## src/verilog/flag_bank_defines.svh

```systemverilog
`ifndef FLAG_BANK_DEFINES_SVH
`define FLAG_BANK_DEFINES_SVH

// Register byte addresses on the bus.
`define FLAGS_TWO_ADDR 4'h0
`define FLAGS_THREE_ADDR 4'h4
`define FLAGS_MASK_TWO_ADDR 4'h8
`define FLAGS_MASK_THREE_ADDR 4'hc
`define ADDR_W 4

// Flag positions in the second flag register.
`define PWM_A_FAULT_BIT 15
`define CALENDAR_CLOCK_BIT 14
`define DMA_CHAN5_DONE_BIT 13
`define ENCODER_A_EVENT_BIT 10
`define PWM_A_EVENT_BIT 9

// Flag positions in the third flag register.
`define AUDIO_LEFT_BIT 15
`define AUDIO_RIGHT_BIT 14
`define ENCODER_B_EVENT_BIT 11
`define PWM_B_FAULT_BIT 10
`define PWM_B_EVENT_BIT 9
`define CAN_TX_REQUEST_BIT 6
`define DMA_CHAN7_DONE_BIT 5
`define DMA_CHAN6_DONE_BIT 4
`define CHECKSUM_UNIT_BIT 3
`define SERIAL_B_ERROR_BIT 2
`define SERIAL_A_ERROR_BIT 1

// Masks of implemented bits, and the flag reset value.
`define FLAGS_TWO_IMPL 16'he600
`define FLAGS_THREE_IMPL 16'hce7e
`define FLAGS_RESET 16'h0000

// Bus responses.
`define RESP_OKAY 2'b00
`define RESP_SLVERR 2'b10

`endif

```

## src/verilog/flag_bank_pkg.sv

```systemverilog
package flag_bank_pkg;
  typedef logic [15:0] flag_word_t;
endpackage : flag_bank_pkg

```

## src/verilog/interrupt_flag_status_bank.sv

```systemverilog
// Our own choices: the AXI4-Lite slave port and the address map.
`include "flag_bank_defines.svh"

module interrupt_flag_status_bank #(
  parameter bit CAN_PRESENT = 1'b1
) (
  input wire logic clk_in,
  input wire logic sys_rst_in,
  input wire logic pwm_a_fault_in,
  input wire logic calendar_clock_in,
  input wire logic dma_chan5_done_in,
  input wire logic encoder_a_event_in,
  input wire logic pwm_a_event_in,
  input wire logic audio_left_in,
  input wire logic audio_right_in,
  input wire logic encoder_b_event_in,
  input wire logic pwm_b_fault_in,
  input wire logic pwm_b_event_in,
  input wire logic can_transmit_request_in,
  input wire logic dma_chan7_done_in,
  input wire logic dma_chan6_done_in,
  input wire logic checksum_unit_in,
  input wire logic serial_b_error_in,
  input wire logic serial_a_error_in,
  input wire logic [`ADDR_W-1:0] s_axi_awaddr_in,
  input wire logic s_axi_awvalid_in,
  output logic s_axi_awready_out,
  input wire logic [31:0] s_axi_wdata_in,
  input wire logic [3:0] s_axi_wstrb_in,
  input wire logic s_axi_wvalid_in,
  output logic s_axi_wready_out,
  output logic [1:0] s_axi_bresp_out,
  output logic s_axi_bvalid_out,
  input wire logic s_axi_bready_in,
  input wire logic [`ADDR_W-1:0] s_axi_araddr_in,
  input wire logic s_axi_arvalid_in,
  output logic s_axi_arready_out,
  output logic [31:0] s_axi_rdata_out,
  output logic [1:0] s_axi_rresp_out,
  output logic s_axi_rvalid_out,
  input wire logic s_axi_rready_in,
  output flag_bank_pkg::flag_word_t interrupt_flags_two_out,
  output flag_bank_pkg::flag_word_t interrupt_flags_three_out,
  output logic irq_out
);
  import flag_bank_pkg::*;

  flag_word_t flags_two_q;
  flag_word_t flags_three_q;
  flag_word_t flags_two_d;
  flag_word_t flags_three_d;
  flag_word_t mask_two_q;
  flag_word_t mask_three_q;
  flag_word_t req_two;
  flag_word_t req_three;
  logic [`ADDR_W-1:0] awaddr_q;
  logic [31:0] wdata_q;
  logic [3:0] wstrb_q;
  logic aw_held_q;
  logic w_held_q;
  logic wr_fire;
  logic [`ADDR_W-1:0] wr_addr;
  logic [31:0] wr_data;
  logic [3:0] wr_strb;
  flag_word_t wr_mask;
  flag_word_t wr_val;

  // Sources map onto their bit positions; unused positions stay zero.
  always_comb begin
    req_two = `FLAGS_RESET;
    req_three = `FLAGS_RESET;
    req_two[`PWM_A_FAULT_BIT] = pwm_a_fault_in;
    req_two[`CALENDAR_CLOCK_BIT] = calendar_clock_in;
    req_two[`DMA_CHAN5_DONE_BIT] = dma_chan5_done_in;
    req_two[`ENCODER_A_EVENT_BIT] = encoder_a_event_in;
    req_two[`PWM_A_EVENT_BIT] = pwm_a_event_in;
    req_three[`AUDIO_LEFT_BIT] = audio_left_in;
    req_three[`AUDIO_RIGHT_BIT] = audio_right_in;
    req_three[`ENCODER_B_EVENT_BIT] = encoder_b_event_in;
    req_three[`PWM_B_FAULT_BIT] = pwm_b_fault_in;
    req_three[`PWM_B_EVENT_BIT] = pwm_b_event_in;
    req_three[`CAN_TX_REQUEST_BIT] = can_transmit_request_in &
      CAN_PRESENT;
    req_three[`DMA_CHAN7_DONE_BIT] = dma_chan7_done_in;
    req_three[`DMA_CHAN6_DONE_BIT] = dma_chan6_done_in;
    req_three[`CHECKSUM_UNIT_BIT] = checksum_unit_in;
    req_three[`SERIAL_B_ERROR_BIT] = serial_b_error_in;
    req_three[`SERIAL_A_ERROR_BIT] = serial_a_error_in;
  end

  // Address and data may arrive in either order; each is held until both.
  assign wr_fire = (aw_held_q | (s_axi_awvalid_in & s_axi_awready_out)) &
    (w_held_q | (s_axi_wvalid_in & s_axi_wready_out)) & ~s_axi_bvalid_out;
  assign wr_addr = aw_held_q ? awaddr_q : s_axi_awaddr_in;
  assign wr_data = w_held_q ? wdata_q : s_axi_wdata_in;
  assign wr_strb = w_held_q ? wstrb_q : s_axi_wstrb_in;
  assign wr_mask = {{8{wr_strb[1]}}, {8{wr_strb[0]}}};
  assign wr_val = wr_data[15:0];

  always_ff @(posedge clk_in) begin
    if (sys_rst_in) begin
      aw_held_q <= 1'b0;
      w_held_q <= 1'b0;
      awaddr_q <= '0;
      wdata_q <= '0;
      wstrb_q <= '0;
    end else if (wr_fire) begin
      aw_held_q <= 1'b0;
      w_held_q <= 1'b0;
    end else begin
      if (s_axi_awvalid_in && s_axi_awready_out) begin
        aw_held_q <= 1'b1;
        awaddr_q <= s_axi_awaddr_in;
      end
      if (s_axi_wvalid_in && s_axi_wready_out) begin
        w_held_q <= 1'b1;
        wdata_q <= s_axi_wdata_in;
        wstrb_q <= s_axi_wstrb_in;
      end
    end
  end

  always_ff @(posedge clk_in) begin
    if (sys_rst_in) begin
      s_axi_awready_out <= 1'b0;
      s_axi_wready_out <= 1'b0;
    end else begin
      s_axi_awready_out <= ~aw_held_q & ~wr_fire & ~s_axi_bvalid_out &
        ~(s_axi_awvalid_in & s_axi_awready_out);
      s_axi_wready_out <= ~w_held_q & ~wr_fire & ~s_axi_bvalid_out &
        ~(s_axi_wvalid_in & s_axi_wready_out);
    end
  end

  always_ff @(posedge clk_in) begin
    if (sys_rst_in) begin
      s_axi_bvalid_out <= 1'b0;
      s_axi_bresp_out <= `RESP_OKAY;
    end else if (wr_fire) begin
      s_axi_bvalid_out <= 1'b1;
      case (wr_addr)
        `FLAGS_TWO_ADDR, `FLAGS_THREE_ADDR, `FLAGS_MASK_TWO_ADDR,
        `FLAGS_MASK_THREE_ADDR: begin
          s_axi_bresp_out <= `RESP_OKAY;
        end
        default: begin
          s_axi_bresp_out <= `RESP_SLVERR;
        end
      endcase
    end else if (s_axi_bready_in) begin
      s_axi_bvalid_out <= 1'b0;
    end
  end

  // A request in the same cycle as a software zero wins, so no event is lost.
  always_comb begin
    flags_two_d = flags_two_q;
    flags_three_d = flags_three_q;
    if (wr_fire && wr_addr == `FLAGS_TWO_ADDR) begin
      flags_two_d = (flags_two_d & ~wr_mask) | (wr_val & wr_mask);
    end
    if (wr_fire && wr_addr == `FLAGS_THREE_ADDR) begin
      flags_three_d = (flags_three_d & ~wr_mask) | (wr_val & wr_mask);
    end
    flags_two_d = (flags_two_d | req_two) & `FLAGS_TWO_IMPL;
    flags_three_d = (flags_three_d | req_three) &
      `FLAGS_THREE_IMPL;
    if (!CAN_PRESENT) begin
      flags_three_d[`CAN_TX_REQUEST_BIT] = 1'b0;
    end
  end

  always_ff @(posedge clk_in) begin
    if (sys_rst_in) begin
      flags_two_q <= `FLAGS_RESET;
      flags_three_q <= `FLAGS_RESET;
    end else begin
      flags_two_q <= flags_two_d;
      flags_three_q <= flags_three_d;
    end
  end

  always_ff @(posedge clk_in) begin
    if (sys_rst_in) begin
      mask_two_q <= `FLAGS_RESET;
      mask_three_q <= `FLAGS_RESET;
    end else if (wr_fire) begin
      if (wr_addr == `FLAGS_MASK_TWO_ADDR) begin
        mask_two_q <= (mask_two_q & ~wr_mask) | (wr_val & wr_mask);
      end
      if (wr_addr == `FLAGS_MASK_THREE_ADDR) begin
        mask_three_q <= (mask_three_q & ~wr_mask) | (wr_val & wr_mask);
      end
    end
  end

  always_ff @(posedge clk_in) begin
    if (sys_rst_in) begin
      s_axi_arready_out <= 1'b0;
      s_axi_rvalid_out <= 1'b0;
      s_axi_rdata_out <= '0;
      s_axi_rresp_out <= `RESP_OKAY;
    end else if (s_axi_rvalid_out) begin
      s_axi_arready_out <= 1'b0;
      if (s_axi_rready_in) begin
        s_axi_rvalid_out <= 1'b0;
        s_axi_arready_out <= 1'b1;
      end
    end else if (s_axi_arvalid_in && s_axi_arready_out) begin
      s_axi_arready_out <= 1'b0;
      s_axi_rvalid_out <= 1'b1;
      s_axi_rresp_out <= `RESP_OKAY;
      case (s_axi_araddr_in)
        `FLAGS_TWO_ADDR: begin
          s_axi_rdata_out <= {16'h0000, flags_two_q};
        end
        `FLAGS_THREE_ADDR: begin
          s_axi_rdata_out <= {16'h0000, flags_three_q};
        end
        `FLAGS_MASK_TWO_ADDR: begin
          s_axi_rdata_out <= {16'h0000, mask_two_q};
        end
        `FLAGS_MASK_THREE_ADDR: begin
          s_axi_rdata_out <= {16'h0000, mask_three_q};
        end
        default: begin
          s_axi_rdata_out <= '0;
          s_axi_rresp_out <= `RESP_SLVERR;
        end
      endcase
    end else begin
      s_axi_arready_out <= 1'b1;
    end
  end

  always_ff @(posedge clk_in) begin
    if (sys_rst_in) begin
      interrupt_flags_two_out <= `FLAGS_RESET;
      interrupt_flags_three_out <= `FLAGS_RESET;
      irq_out <= 1'b0;
    end else begin
      interrupt_flags_two_out <= flags_two_q;
      interrupt_flags_three_out <= flags_three_q;
      irq_out <= |(flags_two_q & mask_two_q) |
        |(flags_three_q & mask_three_q);
    end
  end

  pwm_fault_sets_a: assert property (@(posedge clk_in) disable iff
    (sys_rst_in) pwm_a_fault_in |=> flags_two_q[`PWM_A_FAULT_BIT])
    else $error("pwm fault a did not set its flag");
  calendar_sets_a: assert property (@(posedge clk_in) disable iff
    (sys_rst_in) calendar_clock_in |=>
    flags_two_q[`CALENDAR_CLOCK_BIT])
    else $error("calendar request did not set its flag");
  audio_left_a: assert property (@(posedge clk_in) disable iff
    (sys_rst_in) audio_left_in |=> flags_three_q[`AUDIO_LEFT_BIT])
    else $error("audio left request did not set its flag");
  audio_right_a: assert property (@(posedge clk_in) disable iff
    (sys_rst_in) audio_right_in |=> flags_three_q[`AUDIO_RIGHT_BIT])
    else $error("audio right request did not set its flag");
  encoder_b_a: assert property (@(posedge clk_in) disable iff
    (sys_rst_in) encoder_b_event_in |=>
    flags_three_q[`ENCODER_B_EVENT_BIT])
    else $error("encoder b request did not set its flag");
  pwm_fault_b_a: assert property (@(posedge clk_in) disable iff
    (sys_rst_in) pwm_b_fault_in |=> flags_three_q[`PWM_B_FAULT_BIT])
    else $error("pwm fault b did not set its flag");
  can_request_a: assert property (@(posedge clk_in) disable iff
    (sys_rst_in) can_transmit_request_in && CAN_PRESENT |=>
    flags_three_q[`CAN_TX_REQUEST_BIT])
    else $error("can request did not set its flag");
  can_absent_a: assert property (@(posedge clk_in) disable iff
    (sys_rst_in) !CAN_PRESENT |-> !flags_three_q[`CAN_TX_REQUEST_BIT])
    else $error("can flag set without a can controller");
  reserved_zero_a: assert property (@(posedge clk_in) disable iff
    (sys_rst_in) (flags_two_q & ~`FLAGS_TWO_IMPL) == 16'h0000 &&
    (flags_three_q & ~`FLAGS_THREE_IMPL) == 16'h0000)
    else $error("unimplemented flag bit is set");
  flag_sticky_a: assert property (@(posedge clk_in) disable iff
    (sys_rst_in) flags_two_q[`DMA_CHAN5_DONE_BIT] && !wr_fire |=>
    flags_two_q[`DMA_CHAN5_DONE_BIT])
    else $error("flag dropped without a software write");
  reset_clear_a: assert property (@(posedge clk_in)
    sys_rst_in |=> flags_two_q == 16'h0000 && flags_three_q == 16'h0000 &&
    !irq_out)
    else $error("flags not cleared by reset");
  flag_tracks_a: assert property (@(posedge clk_in) disable iff
    (sys_rst_in) !flags_three_q[`SERIAL_A_ERROR_BIT] && !serial_a_error_in &&
    !wr_fire |=> !flags_three_q[`SERIAL_A_ERROR_BIT])
    else $error("flag set with no request pending");
endmodule : interrupt_flag_status_bank

```

## config.mk

```make
export PLATFORM = sky130hd
export DESIGN_NAME = interrupt_flag_status_bank
export DESIGN_NICKNAME = d
export VERILOG_FILES = /design/src/verilog/flag_bank_pkg.sv /design/src/verilog/interrupt_flag_status_bank.sv
export VERILOG_INCLUDE_DIRS = /design/src /design/src/verilog
export SDC_FILE = /design/constraint.sdc
export NUM_CORES = 1
export LEC_CHECK = 0
export ABC_CLOCK_PERIOD_IN_PS = 2000
export BUFFER_PORTS_ARGS = -buffer_cell sky130_fd_sc_hd__clkbuf_2
export CAP_MARGIN = 20
export CORE_ASPECT_RATIO = 1.25
export CORE_MARGIN = 3
export CORE_UTILIZATION = 40
export DETAILED_ROUTE_END_ITERATION = 8
export GPL_TIMING_DRIVEN = 0
export PLACE_DENSITY_LB_ADDON = 0.25
export SYNTH_ARGS = -nofsm -noshare
export SYNTH_HDL_FRONTEND = slang
export SYNTH_SLANG_ARGS = --single-unit
```

## constraint.sdc

```tcl
create_clock -name clk_in -period 2 [get_ports clk_in]
set_input_delay 0.4 -clock clk_in [delete_from_list [all_inputs] [get_ports clk_in]]
set_output_delay 0.4 -clock clk_in [all_outputs]
set_load 0.1 [all_outputs]
```

# Yosys cells after proc, flatten, opt, wreduce, memory -nomap -nowiden
# Index checks and enable logic that the tools add are counted.
# W data, S select, Z words.
[classes] eq_ne=6 n_mux=16 n_bitwise=34 reduce_logical=18
[op_table] op="$and A16 B16 Y16" n=7
[op_table] op="$or A16 B16 Y16" n=6
[op_table] op="$pmux W16 S4" n=1
[op_table] op="$mux W16" n=3
[op_table] op="$reduce_or A16 Y1" n=2
[op_table] op="$eq A4 B4 Y1 const B" n=4
[op_table] op="$not A16 Y16" n=1
[op_table] op="$and A1 B1 Y1" n=10
[op_table] op="$reduce_and A2 Y1" n=5
[op_table] op="$eq A4 B3 Y1 const B" n=2
[op_table] op="$logic_not A4 Y1" n=2
[op_table] op="$mux W1" n=8
[op_table] op="$reduce_or A4 Y1" n=2
[op_table] op="$not A1 Y1" n=7
[op_table] op="$mux W2" n=3
[op_table] op="$logic_and A1 B1 Y1" n=5
[op_table] op="$mux W4" n=1
[op_table] op="$or A1 B1 Y1" n=3
[op_table] op="$reduce_bool A2 Y1" n=1
[op_table] op="$reduce_or A2 Y1" n=1
[totals] regBits=162 out_inout_bits=74 wordCells=96

# Depth between registers and ports, before layout
# Gate-level depths: netlist of the first run.
[depth] depth_word=8 mapped_depth=7 mapped_depth_nobuf=4

# Least setup slack after synthesis of the first run
# Ideal clock, no wire load.
[synth_timing] path_type="register to register" start="register s_axi_awready_out" end="register flags_three_q[3]" setup_ns=0.134 arrival_ns=2.526 required_time_ns=1.866 path_slack_ns=-0.660 stages_incl_launch_ff=7 path_buffers=2 period_less_slack_ns=2.660 cell_sequence="dfxtp_1 a21oi_1 or4_1 clkbuf_1 clkbuf_1 nor4_1 a211oi_1"
[synth_via] elab_chain_cells=7
[synth_rtl] item="start: declaration" line="interrupt_flag_status_bank.sv:27" text="output logic s_axi_awready_out,"
[synth_rtl] item="start signal: assignment" line="interrupt_flag_status_bank.sv:128" text="s_axi_awready_out <= ~aw_held_q & ~wr_fire & ~s_axi_bvalid_out &"
[synth_rtl] item="$and A1 B1 Y1" line="interrupt_flag_status_bank.sv:92" text="assign wr_fire = (aw_held_q | (s_axi_awvalid_in & s_axi_awready_out)) &"
[synth_rtl] item="$or A1 B1 Y1" line="interrupt_flag_status_bank.sv:92"
[synth_rtl] item="$and A1 B1 Y1" line="interrupt_flag_status_bank.sv:92"
[synth_rtl] item="$and A1 B1 Y1" line="interrupt_flag_status_bank.sv:93" text="(w_held_q | (s_axi_wvalid_in & s_axi_wready_out)) & ~s_axi_bvalid_out;"
[synth_rtl] item="$logic_and A1 B1 Y1 (no source line)"
[synth_rtl] item="$mux W16" line="interrupt_flag_status_bank.sv:162" text="if (wr_fire && wr_addr == `FLAGS_THREE_ADDR) begin"
[synth_rtl] item="$or A16 B16 Y16" line="interrupt_flag_status_bank.sv:166" text="flags_three_d = (flags_three_d | req_three) &"
[synth_rtl] item="end signal: assignment" line="interrupt_flag_status_bank.sv:176" text="flags_three_q <= `FLAGS_RESET;"
[synth_rtl] item="end signal: assignment" line="interrupt_flag_status_bank.sv:179" text="flags_three_q <= flags_three_d;"
[synth_rtl] item="end: declaration" line="interrupt_flag_status_bank.sv:49" text="flag_word_t flags_three_q;"
# Every way passes these cells.
# A chain may end at the register's enable or synchronous reset.

# Worst setup path after layout of the first run
[layout_timing] start="register w_held_q" end="register flags_three_q[6]"
[layout_via] elab_chain_cells=6
[layout_rtl] item="start: declaration" line="interrupt_flag_status_bank.sv:60" text="logic w_held_q;"
[layout_rtl] item="start signal: assignment" line="interrupt_flag_status_bank.sv:103" text="w_held_q <= 1'b0;"
[layout_rtl] item="start signal: assignment" line="interrupt_flag_status_bank.sv:109" text="w_held_q <= 1'b0;"
[layout_rtl] item="start signal: assignment" line="interrupt_flag_status_bank.sv:116" text="w_held_q <= 1'b1;"
[layout_rtl] item="$or A1 B1 Y1 / $mux W2 (equally long branches)" line="interrupt_flag_status_bank.sv:93, interrupt_flag_status_bank.sv:96"
[layout_rtl] item="$and A1 B1 Y1 / $not A16 Y16 (equally long branches)" line="interrupt_flag_status_bank.sv:92, interrupt_flag_status_bank.sv:163"
[layout_rtl] item="$and A1 B1 Y1 / $and A16 B16 Y16 (equally long branches)" line="interrupt_flag_status_bank.sv:93, interrupt_flag_status_bank.sv:163"
[layout_rtl] item="$logic_and A1 B1 Y1 (no source line) / $or A16 B16 Y16 (equally long branches)"
[layout_rtl] item="$mux W16 (*)" line="interrupt_flag_status_bank.sv:162"
[layout_rtl] item="$or A16 B16 Y16 (*)" line="interrupt_flag_status_bank.sv:166"
# Mark *: on every way between the ends. The rest lies on a longest branch, timed or not.

==> results of run 1 <==
## where the power goes
group / switching (mW) / internal, mW / leakage (nW)
clock network: 0.823 / 1.23 / 0.175
registers: 0.0600 / 2.32 / 0.916
logic: 0.843 / 0.284 / 1.53
total: 1.73 / 3.83 / 2.62
## routing by layer
layer / up-vias / global-route usage [%] / share of wire, %
met3: 19 / 3.56 / 5.8
met4: 0 / 6.33 / 2.4
li1: 2092 / - / -
met1: 2018 / 23.6 / 42
met5: - / 0 / 0
met2: 154 / 35.6 / 50
## worst reg2reg max path, stage by stage, from the launching register on
cell and delay, ns:
dfxtp_1 0.31, buf_6 0.14, mux2i_1 0.18, or4_4 0.50, clkbuf_4 0.23, nor4_2 0.33, a211oi_2 0.09
## through the flow
stage               setup TNS [ns]  setup WS [ns]  hold slack, ns  cell area, um^2
global route                -0.119        -0.0255           0.304             6220
floorplan                        0         0.0158           0.458             5040
CTS                              0        0.00253           0.296             6110
detailed placement           -4.18         -0.196           0.450             5680
finish                           0         0.0763           0.293             6220
global placement             -2.66         -0.168           0.440             5680
## kinds of logic after synthesis
| family | Yosys count | synth area share (%) |
|---|---|---|
| AO/OA/AOI/OAI | 93 | 12.3 |
| buffers and inverters | 72 | 8.40 |
| flip-flops | 112 | 45.8 |
| multiplexers | 57 | 13.4 |
| other | 1 | 0.0765 |
| AND/OR/NAND/NOR | 186 | 20.0 |
## worst min path at each step
stage / startpoint / to / slack, ns / cells past startpoint
2_1_floorplan: wdata_q[0] / wdata_q[0] / 0.46 / 2
3_3_place_gp: s_axi_rdata_out[6] / s_axi_rdata_out[6] / 0.44 / 2
3_5_place_dp: s_axi_rdata_out[6] / s_axi_rdata_out[6] / 0.45 / 2
4_1_cts: s_axi_wdata_in[12] / wdata_q[12] / 0.30 / 3
5_1_grt: s_axi_bready_in / s_axi_bvalid_out / 0.30 / 3
6_report: s_axi_wdata_in[12] / wdata_q[12] / 0.29 / 3
## cells in the final DEF, fill, tap and decap left out, types with 4 or more instances in the layout
cell type	n
a22oi_1	14
a21oi_1	33
a211oi_1	13
clkbuf_1	18
nand2_1	7
buf_4	38
nor4_2	4
mux2i_1	24
clkbuf_2	93
nor4_1	12
nor3_1	68
mux4_2	4
nor3b_1	5
conb_1	34
nor2_1	49
clkbuf_4	4
nor2b_1	20
clkbuf_16	11
a22o_1	8
mux2_2	28
o21ai_0	8
dfxtp_1	107
## final cells by class
type                       count  area (um^2)
clock buffer                  14          317
inverter                       1         3.75
tap                          161          201
clock inverter                 2         38.8
multi-input combinational    370         2510
buffer                        68          432
timing repair buffer          91          465
sequential                   112         2250
fill                        1147         5560
## repair_timing
action	in CTS	in global routing
setup endpoints to repair	43	59
cloned	0	0
buffers inserted	0	4
pin swaps	0	2
gates resized for setup	18	29
==> results.sh, run 1 <==
export IMPL_drtPass1Iterations=5
export IMPL_critPathLaunch="w_held_q"
export IMPL_worst_path_stages=6
export IMPL_ant_nets=0
export IMPL_crit_slowest_cell="or4_4"
export IMPL_fin_total_pwr_mw=5.56
export IMPL_slew_headroom_pct=36.6
export IMPL_n_antenna_cell=0
export IMPL_dp_cells=802
export IMPL_worst_setup_path_end_kind="register"
export IMPL_rrSetupSlack_ns=0.08
export IMPL_setup_violations=0
export IMPL_irDropWorstVdd_uv=396
export IMPL_arrival_ns=2.12
export IMPL_cp_num_buf_inv=2
export IMPL_track_usage_pct=19.6
export IMPL_path_delay_family="simple AND/OR/NAND/NOR gates"
export IMPL_clk_pin_slew_ns=0.07
export IMPL_rows=44
export IMPL_synth_edf_count=0
export IMPL_yosysWarnings=0
export IMPL_hp_class="input port to register"
export IMPL_synth_distinct_cells=40
export IMPL_power_density_nw_per_um2=893
export IMPL_grt_pass1_wl_mm=21.2
export IMPL_grt_max_degree=18
export IMPL_synthTopCellsByCount="dfxtp_1, nor3_1, nor2_1"
export IMPL_p_leak_nw=2.62
export IMPL_io_pins=141
export IMPL_yosysMostFrequentCell="dfxtp_1"
export IMPL_avgRoutedWirePerCell_um=16.6
export IMPL_cpPeakStageDelay_ns=0.50
export IMPL_fin_util_pct=52.8
export IMPL_syn_inst=521
export IMPL_die_width_um=105
export IMPL_synth_area_top_cells="dfxtp_1, nor3_1, mux2_2"
export IMPL_cap_violations=0
export IMPL_initial_utilization_pct=41.6
export IMPL_fin_crit_ns=1.92
export IMPL_cts_tree="done"
export IMPL_yosysSeqAreaShare_pct=45.8
export IMPL_instances_no_fill=819
export IMPL_path_cells="buf_6 -> mux2i_1 -> or4_4 -> clkbuf_4 -> nor4_2 -> a211oi_2"
export IMPL_cts_root_buf="clkbuf_16"
export IMPL_drv_slew=0
export IMPL_hold_viol=0
export IMPL_synthFlopType="dfxtp_1"
export IMPL_synthToLayoutAreaGrowth_pct=27.0
export IMPL_vias_per_cell=5.23
export IMPL_fmax_mhz=520
export IMPL_die_height_um=130
export IMPL_core_area_um2=11800
export IMPL_crit_type="register to register"
export IMPL_crit_path_max_fanout=10
export IMPL_drt_initial_drc_count=324
export IMPL_yosys_area_top_type_share_pct=45.8
export IMPL_port_buffers=87
export IMPL_gp_congestion=0.908
export IMPL_syn_avg_cell_area_um2=9.40
export IMPL_h_tree_depth=3
export IMPL_cp_start_kind="register"
export IMPL_r2r_start="w_held_q"
export IMPL_grt_setup_unrepaired="true"
export IMPL_grt_pass1_vias=4114
export IMPL_cp_endpoint="flags_three_q[6]"
export IMPL_vias=4283
export IMPL_mappedNetlistArea_um2=4900
export IMPL_required_ns=2.20
export IMPL_worst_pin_slew_ns=0.943
export IMPL_clock_latency_ns=0.35
export IMPL_cts_buffer_depth=2
export IMPL_async_flop_share_pct=0
export IMPL_status="finished, final reports clean"
export IMPL_synth_seq_cells=112
export IMPL_cts_sinks=112
export IMPL_dp_hpwl_mm=10.3
export IMPL_die_area_um2=13600
export IMPL_cts_buffers=9
export IMPL_fin_worst_skew_ns=0.0109
export IMPL_route_detailed_drc=0
export IMPL_fin_crit_sh_pct=96.2
export IMPL_overflow=0
export IMPL_wl_mm=13.6
export IMPL_drive_gt1_share_pct=33.3
export IMPL_nNetsFinal=720
export IMPL_regToRegEndpoint="flags_three_q[6]"
export IMPL_grt_antenna_before_repair=0
export IMPL_synth_area_leader_cell="dfxtp_1"
export IMPL_rr_worst_depth=6
export IMPL_cts_hold_buf=0
Power figures use the tool's default switching activity.
==> run 2: changes to the inputs <==
CORE_UTILIZATION = 52   (was 40)
==> results.sh, run 2 (synthesis results as in run 1) <==
export IMPL_drtPass1Iterations=5
export IMPL_min_to="wdata_q[1]"
export IMPL_vias=4335
export IMPL_worst_pin_slew_ns=0.835
export IMPL_clk_pin_slew_ns=0.07
export IMPL_power_density_nw_per_um2=851
export IMPL_critPathLaunch="w_held_q"
export IMPL_r2r_start="w_held_q"
export IMPL_cts_tree="done"
export IMPL_die_area_um2=10600
export IMPL_grt_pass1_wl_mm=20.4
export IMPL_regToRegEndpoint="flags_three_q[4]"
export IMPL_holdPathStages=3
export IMPL_die_width_um=92.8
export IMPL_worst_setup_path_end_kind="register"
export IMPL_crit_path_max_fanout=10
export IMPL_grt_pass1_vias=4038
export IMPL_rr_worst_depth=7
export IMPL_dp_hpwl_mm=9.90
export IMPL_synthToLayoutAreaGrowth_pct=24.2
export IMPL_fin_crit_sh_pct=99.6
export IMPL_rows=39
export IMPL_gr_usage_met3_pct=3.42
export IMPL_place_area_um2=5630
export IMPL_fin_worst_skew_ns=0.00761
export IMPL_vias_per_cell=5.54
export IMPL_drv_slew=0
export IMPL_io_pins=141
export IMPL_cp_start_kind="register"
export IMPL_cap_violations=0
export IMPL_final_cell_mix="dfxtp_1, clkbuf_2, nor3_1, nor2_1, buf_4"
export IMPL_grt_use_met1_pct=29.8
export IMPL_hp_start="s_axi_wdata_in[1]"
export IMPL_setup_violations=0
export IMPL_overflow=0
export IMPL_cts_buffer_depth=2
export IMPL_drive_gt1_share_pct=33.5
export IMPL_slew_headroom_pct=43.8
export IMPL_grt_use_met2_pct=42.9
export IMPL_n_antenna_cell=0
export IMPL_avgRoutedWirePerCell_um=16.7
export IMPL_wl_mm=13.1
export IMPL_grt_max_degree=20
export IMPL_core_area_um2=9170
export IMPL_route_detailed_drc=0
export IMPL_cts_hold_buf=0
export IMPL_layout_commonest_cell="dfxtp_1"
export IMPL_crit_type="register to register"
export IMPL_fmax_mhz=502
export IMPL_grt_antenna_before_repair=0
export IMPL_hold_viol=0
export IMPL_fin_crit_ns=1.99
export IMPL_required_ns=2.20
export IMPL_status="finished, final reports clean"
export IMPL_initial_utilization_pct=53.4
export IMPL_cts_root_buf="clkbuf_16"
export IMPL_irDropWorstVdd_uv=456
export IMPL_cts_sinks=112
export IMPL_arrival_ns=2.19
export IMPL_clock_latency_ns=0.35
export IMPL_cts_buffers=9
export IMPL_die_height_um=115
export IMPL_port_buffers=87
export IMPL_stdcell_area_um2=6090
export IMPL_h_tree_depth=3
export IMPL_grt_setup_unrepaired="true"
export IMPL_gp_congestion=0.873
export IMPL_p_leak_nw=2.56
export IMPL_dp_cells=764
export IMPL_nNetsFinal=722
export IMPL_track_usage_pct=24.5
export IMPL_instances_no_fill=783
export IMPL_busiest_layer="met2"
export IMPL_rrSetupSlack_ns=0.008
export IMPL_drt_initial_drc_count=323
export IMPL_ant_nets=0
export IMPL_hp_class="input port to register"
run 2: layer usage:
| layer | routed length [um] | vias up | part of all wire [%] |
|---|---|---|---|
| li1 | - | 2093 | - |
| met1 | 5130 | 2043 | 39 |
| met2 | 6640 | 174 | 51 |
| met3 | 871 | 25 | 6.7 |
| met4 | 432 | 0 | 3.3 |
| met5 | 0 | - | 0 |
run 2: repair_timing:
action | 4_1_cts | 5_1_grt
resized for setup | 13 | 32
hold endpoints to repair | 0 | 0
pin swaps | 0 | 1
setup endpoints to repair | 41 | 51
setup buffers | 4 | 2
gates cloned | 0 | 0
run 2: final cells by class:
cell class,instances,area [um^2]
Clock inverter,7,55.1
Clock buffer,9,225
Sequential cell,112,2250
Inverter,1,3.75
Fill cell,798,3090
Multi-Input combinational cell,370,2490
Tap cell,123,154
Buffer,68,424
Timing Repair Buffer,93,480
run 2: worst max-delay path by stage:
| stage | endpoint | cells after the start |
|---|---|---|
| floorplan | flags_three_q[3] | 6 |
| CTS | flags_three_q[9] | 6 |
| finish | flags_three_q[4] | 7 |
| global route | register | 6 |
| global placement | flags_three_q[5] | 7 |
| detailed placement | flags_three_q[6] | 7 |
run 2: stage by stage:
| stage | setup slack (ns) | hold slack [ns] | power (mW) | TNS (ns) | utilization, % |
|---|---|---|---|---|---|
| 3_5_place_dp | -0.242 | 0.444 | 3.49 | -4.59 | 61.3 |
| 5_1_grt | -0.0481 | 0.318 | 5.37 | -0.329 | 66.3 |
| 3_3_place_gp | -0.139 | 0.437 | 3.47 | -2.24 | 61.3 |
| 2_1_floorplan | 0.0158 | 0.458 | 3.28 | 0 | - |
| 4_1_cts | 0.000425 | 0.302 | 5.17 | 0 | 65.3 |
| 6_report | 0.00827 | 0.297 | 5.18 | 0 | 66.3 |
run 2: critical path: stages, from the launching register on:
cell	delay (ns)
dfxtp_1	0.31
buf_6	0.12
buf_4	0.13
mux2i_1	0.16
or4_4	0.50
buf_4	0.21
nor4_1	0.33
a211oi_2	0.08
run 2: report_power, final:
group,switching [mW],total [mW],internal (mW)
Combinational,0.838,1.12,0.283
Sequential,0.0608,2.38,2.32
Clock,0.827,1.68,0.856
==> run 3: changes to the inputs <==
--- a/constraint.sdc
+++ b/constraint.sdc
@@ -3,2 +3,2 @@
 set_output_delay 0.4 -clock clk_in [all_outputs]
-set_load 0.1 [all_outputs]
+set_load 0.02 [all_outputs]
==> results.sh, run 3 (synthesis results as in run 1) <==
export IMPL_fin_crit_sh_pct=100
export IMPL_grt_max_degree=20
export IMPL_cts_buffers=9
export IMPL_worst_setup_path_end_kind="register"
export IMPL_clk_pin_slew_ns=0.08
export IMPL_initial_utilization_pct=53.4
export IMPL_fmax_mhz=499
export IMPL_track_usage_pct=24.6
export IMPL_critPathLaunch="aw_held_q"
export IMPL_drt_initial_drc_count=296
export IMPL_layout_setup_ws_ns=-0.00534
export IMPL_gp_congestion=0.880
export IMPL_cp_start_kind="register"
export IMPL_rr_worst_depth=6
export IMPL_fin_worst_skew_ns=0.00789
export IMPL_final_cell_mix="dfxtp_1, clkbuf_2, nor3_1, nor2_1, buf_4"
export IMPL_core_area_um2=9170
export IMPL_setup_violations=1
export IMPL_grt_pass1_wl_mm=20.5
export IMPL_worst_pin_slew_ns=0.920
export IMPL_cts_setup_buffers=0
export IMPL_cts_root_buf="clkbuf_16"
export IMPL_violations="negative setup slack"
export IMPL_h_tree_depth=3
export IMPL_status="complete, but fails checks"
export IMPL_r2r_start="aw_held_q"
export IMPL_drtPass1Iterations=5
export IMPL_slew_headroom_pct=38.1
export IMPL_rows=39
export IMPL_vias=4328
export IMPL_cts_hold_buf=0
export IMPL_clock_latency_ns=0.35
export IMPL_hp_class="input port to register"
export IMPL_vias_per_cell=5.56
export IMPL_die_area_um2=10600
export IMPL_cts_tree="done"
export IMPL_arrival_ns=2.26
export IMPL_cts_buffer_depth=2
export IMPL_cts_sinks=112
export IMPL_ant_nets=0
export IMPL_drv_slew=0
export IMPL_n_antenna_cell=0
export IMPL_avgRoutedWirePerCell_um=16.7
export IMPL_irDropWorstVdd_uv=569
export IMPL_fin_util_pct=66.2
export IMPL_route_detailed_drc=0
export IMPL_crit_path_max_fanout=10
export IMPL_overflow=0
export IMPL_grt_antenna_before_repair=0
export IMPL_p_leak_nw=2.57
export IMPL_cap_violations=0
export IMPL_dp_hpwl_mm=9.77
export IMPL_instances_no_fill=779
export IMPL_grt_pass1_vias=4163
export IMPL_nNetsFinal=718
export IMPL_power_density_nw_per_um2=836
export IMPL_die_width_um=92.8
export IMPL_layout_commonest_cell="dfxtp_1"
export IMPL_wl_mm=13.0
export IMPL_grt_setup_unrepaired="true"
export IMPL_dp_cells=764
export IMPL_drive_gt1_share_pct=31.4
export IMPL_synthToLayoutAreaGrowth_pct=24.0
export IMPL_fin_crit_ns=2.01
export IMPL_port_buffers=87
export IMPL_crit_type="register to register"
export IMPL_holdPathStages=3
export IMPL_hp_start="s_axi_wdata_in[2]"
export IMPL_io_pins=141
export IMPL_required_ns=2.26
export IMPL_die_height_um=115
export IMPL_hold_viol=0
==> run 3: changes by cell type in the layout (fill, tap and decap cells not counted), moves of 3 or more <==
cell      delta
a211oi_2     -4
buf_4        -6
dfxtp_1      +5
clkbuf_2     +3
nor4_2       -4
buf_2        -4
a211oi_1     +4
nor4_1       +3
dfxtp_2      -3
==> run 3: final timing paths <==
kind,endpoint,slack (ns)
worst min-delay path,wdata_q[2],0.29
worst min register to register,s_axi_rdata_out[6],0.46
worst max register to register,flags_three_q[2],-0.005
worst max-delay path,flags_three_q[2],-0.005
==> run 3: area by class of cell <==
cell class / count / area [um^2]
Timing Repair Buffer: 87 / 435
Fill cell: 809 / 3100
Tap cell: 123 / 154
Buffer: 70 / 438
Clock inverter: 6 / 96.3
Multi-Input combinational cell: 370 / 2460
Clock buffer: 10 / 239
Inverter: 1 / 3.75
Sequential cell: 112 / 2240
==> run 3: routing by layer <==
metal	GRT usage, %	vias to the layer above	part of all wire [%]
met1	29.6	2016	41
met3	2.76	35	5.6
met5	0	-	0
met2	42.6	190	49
met4	14.0	0	4.2
li1	-	2087	-
==> run 3: critical path, cell delays in order, from the launching register on <==
cell	delay [ns]
dfxtp_1	0.35
buf_2	0.22
nor3b_4	0.36
o22ai_1	0.28
or2_0	0.26
clkbuf_1	0.18
a211oi_1	0.26
==> run 3: timing repair <==
action                                  in CTS  in global routing
pin swaps                                    0                  1
gates resized for setup                     23                 18
endpoints found under the setup margin      40                 58
==> run 3: metrics by stage <==
| step | hold WS [ns] | instance area (um^2) | TNS [ns] | total power, mW | setup WS (ns) |
|---|---|---|---|---|---|
| after global routing | 0.305 | 6070 | -1.74 | 5.24 | -0.0996 |
| after global placement | 0.437 | 5610 | -6.88 | 3.07 | -0.292 |
| after floorplan | 0.458 | 5020 | 0 | 2.87 | 0.0407 |
| after CTS | 0.297 | 6040 | 0 | 5.06 | 0.00427 |
| final | 0.294 | 6070 | -0.00534 | 5.08 | -0.00534 |
| after detailed placement | 0.444 | 5610 | -9.73 | 3.08 | -0.338 |
==> run 3: power by group <==
group	switching, mW	internal [mW]
clock	0.852	1.15
combinational	0.431	0.272
sequential	0.0597	2.31
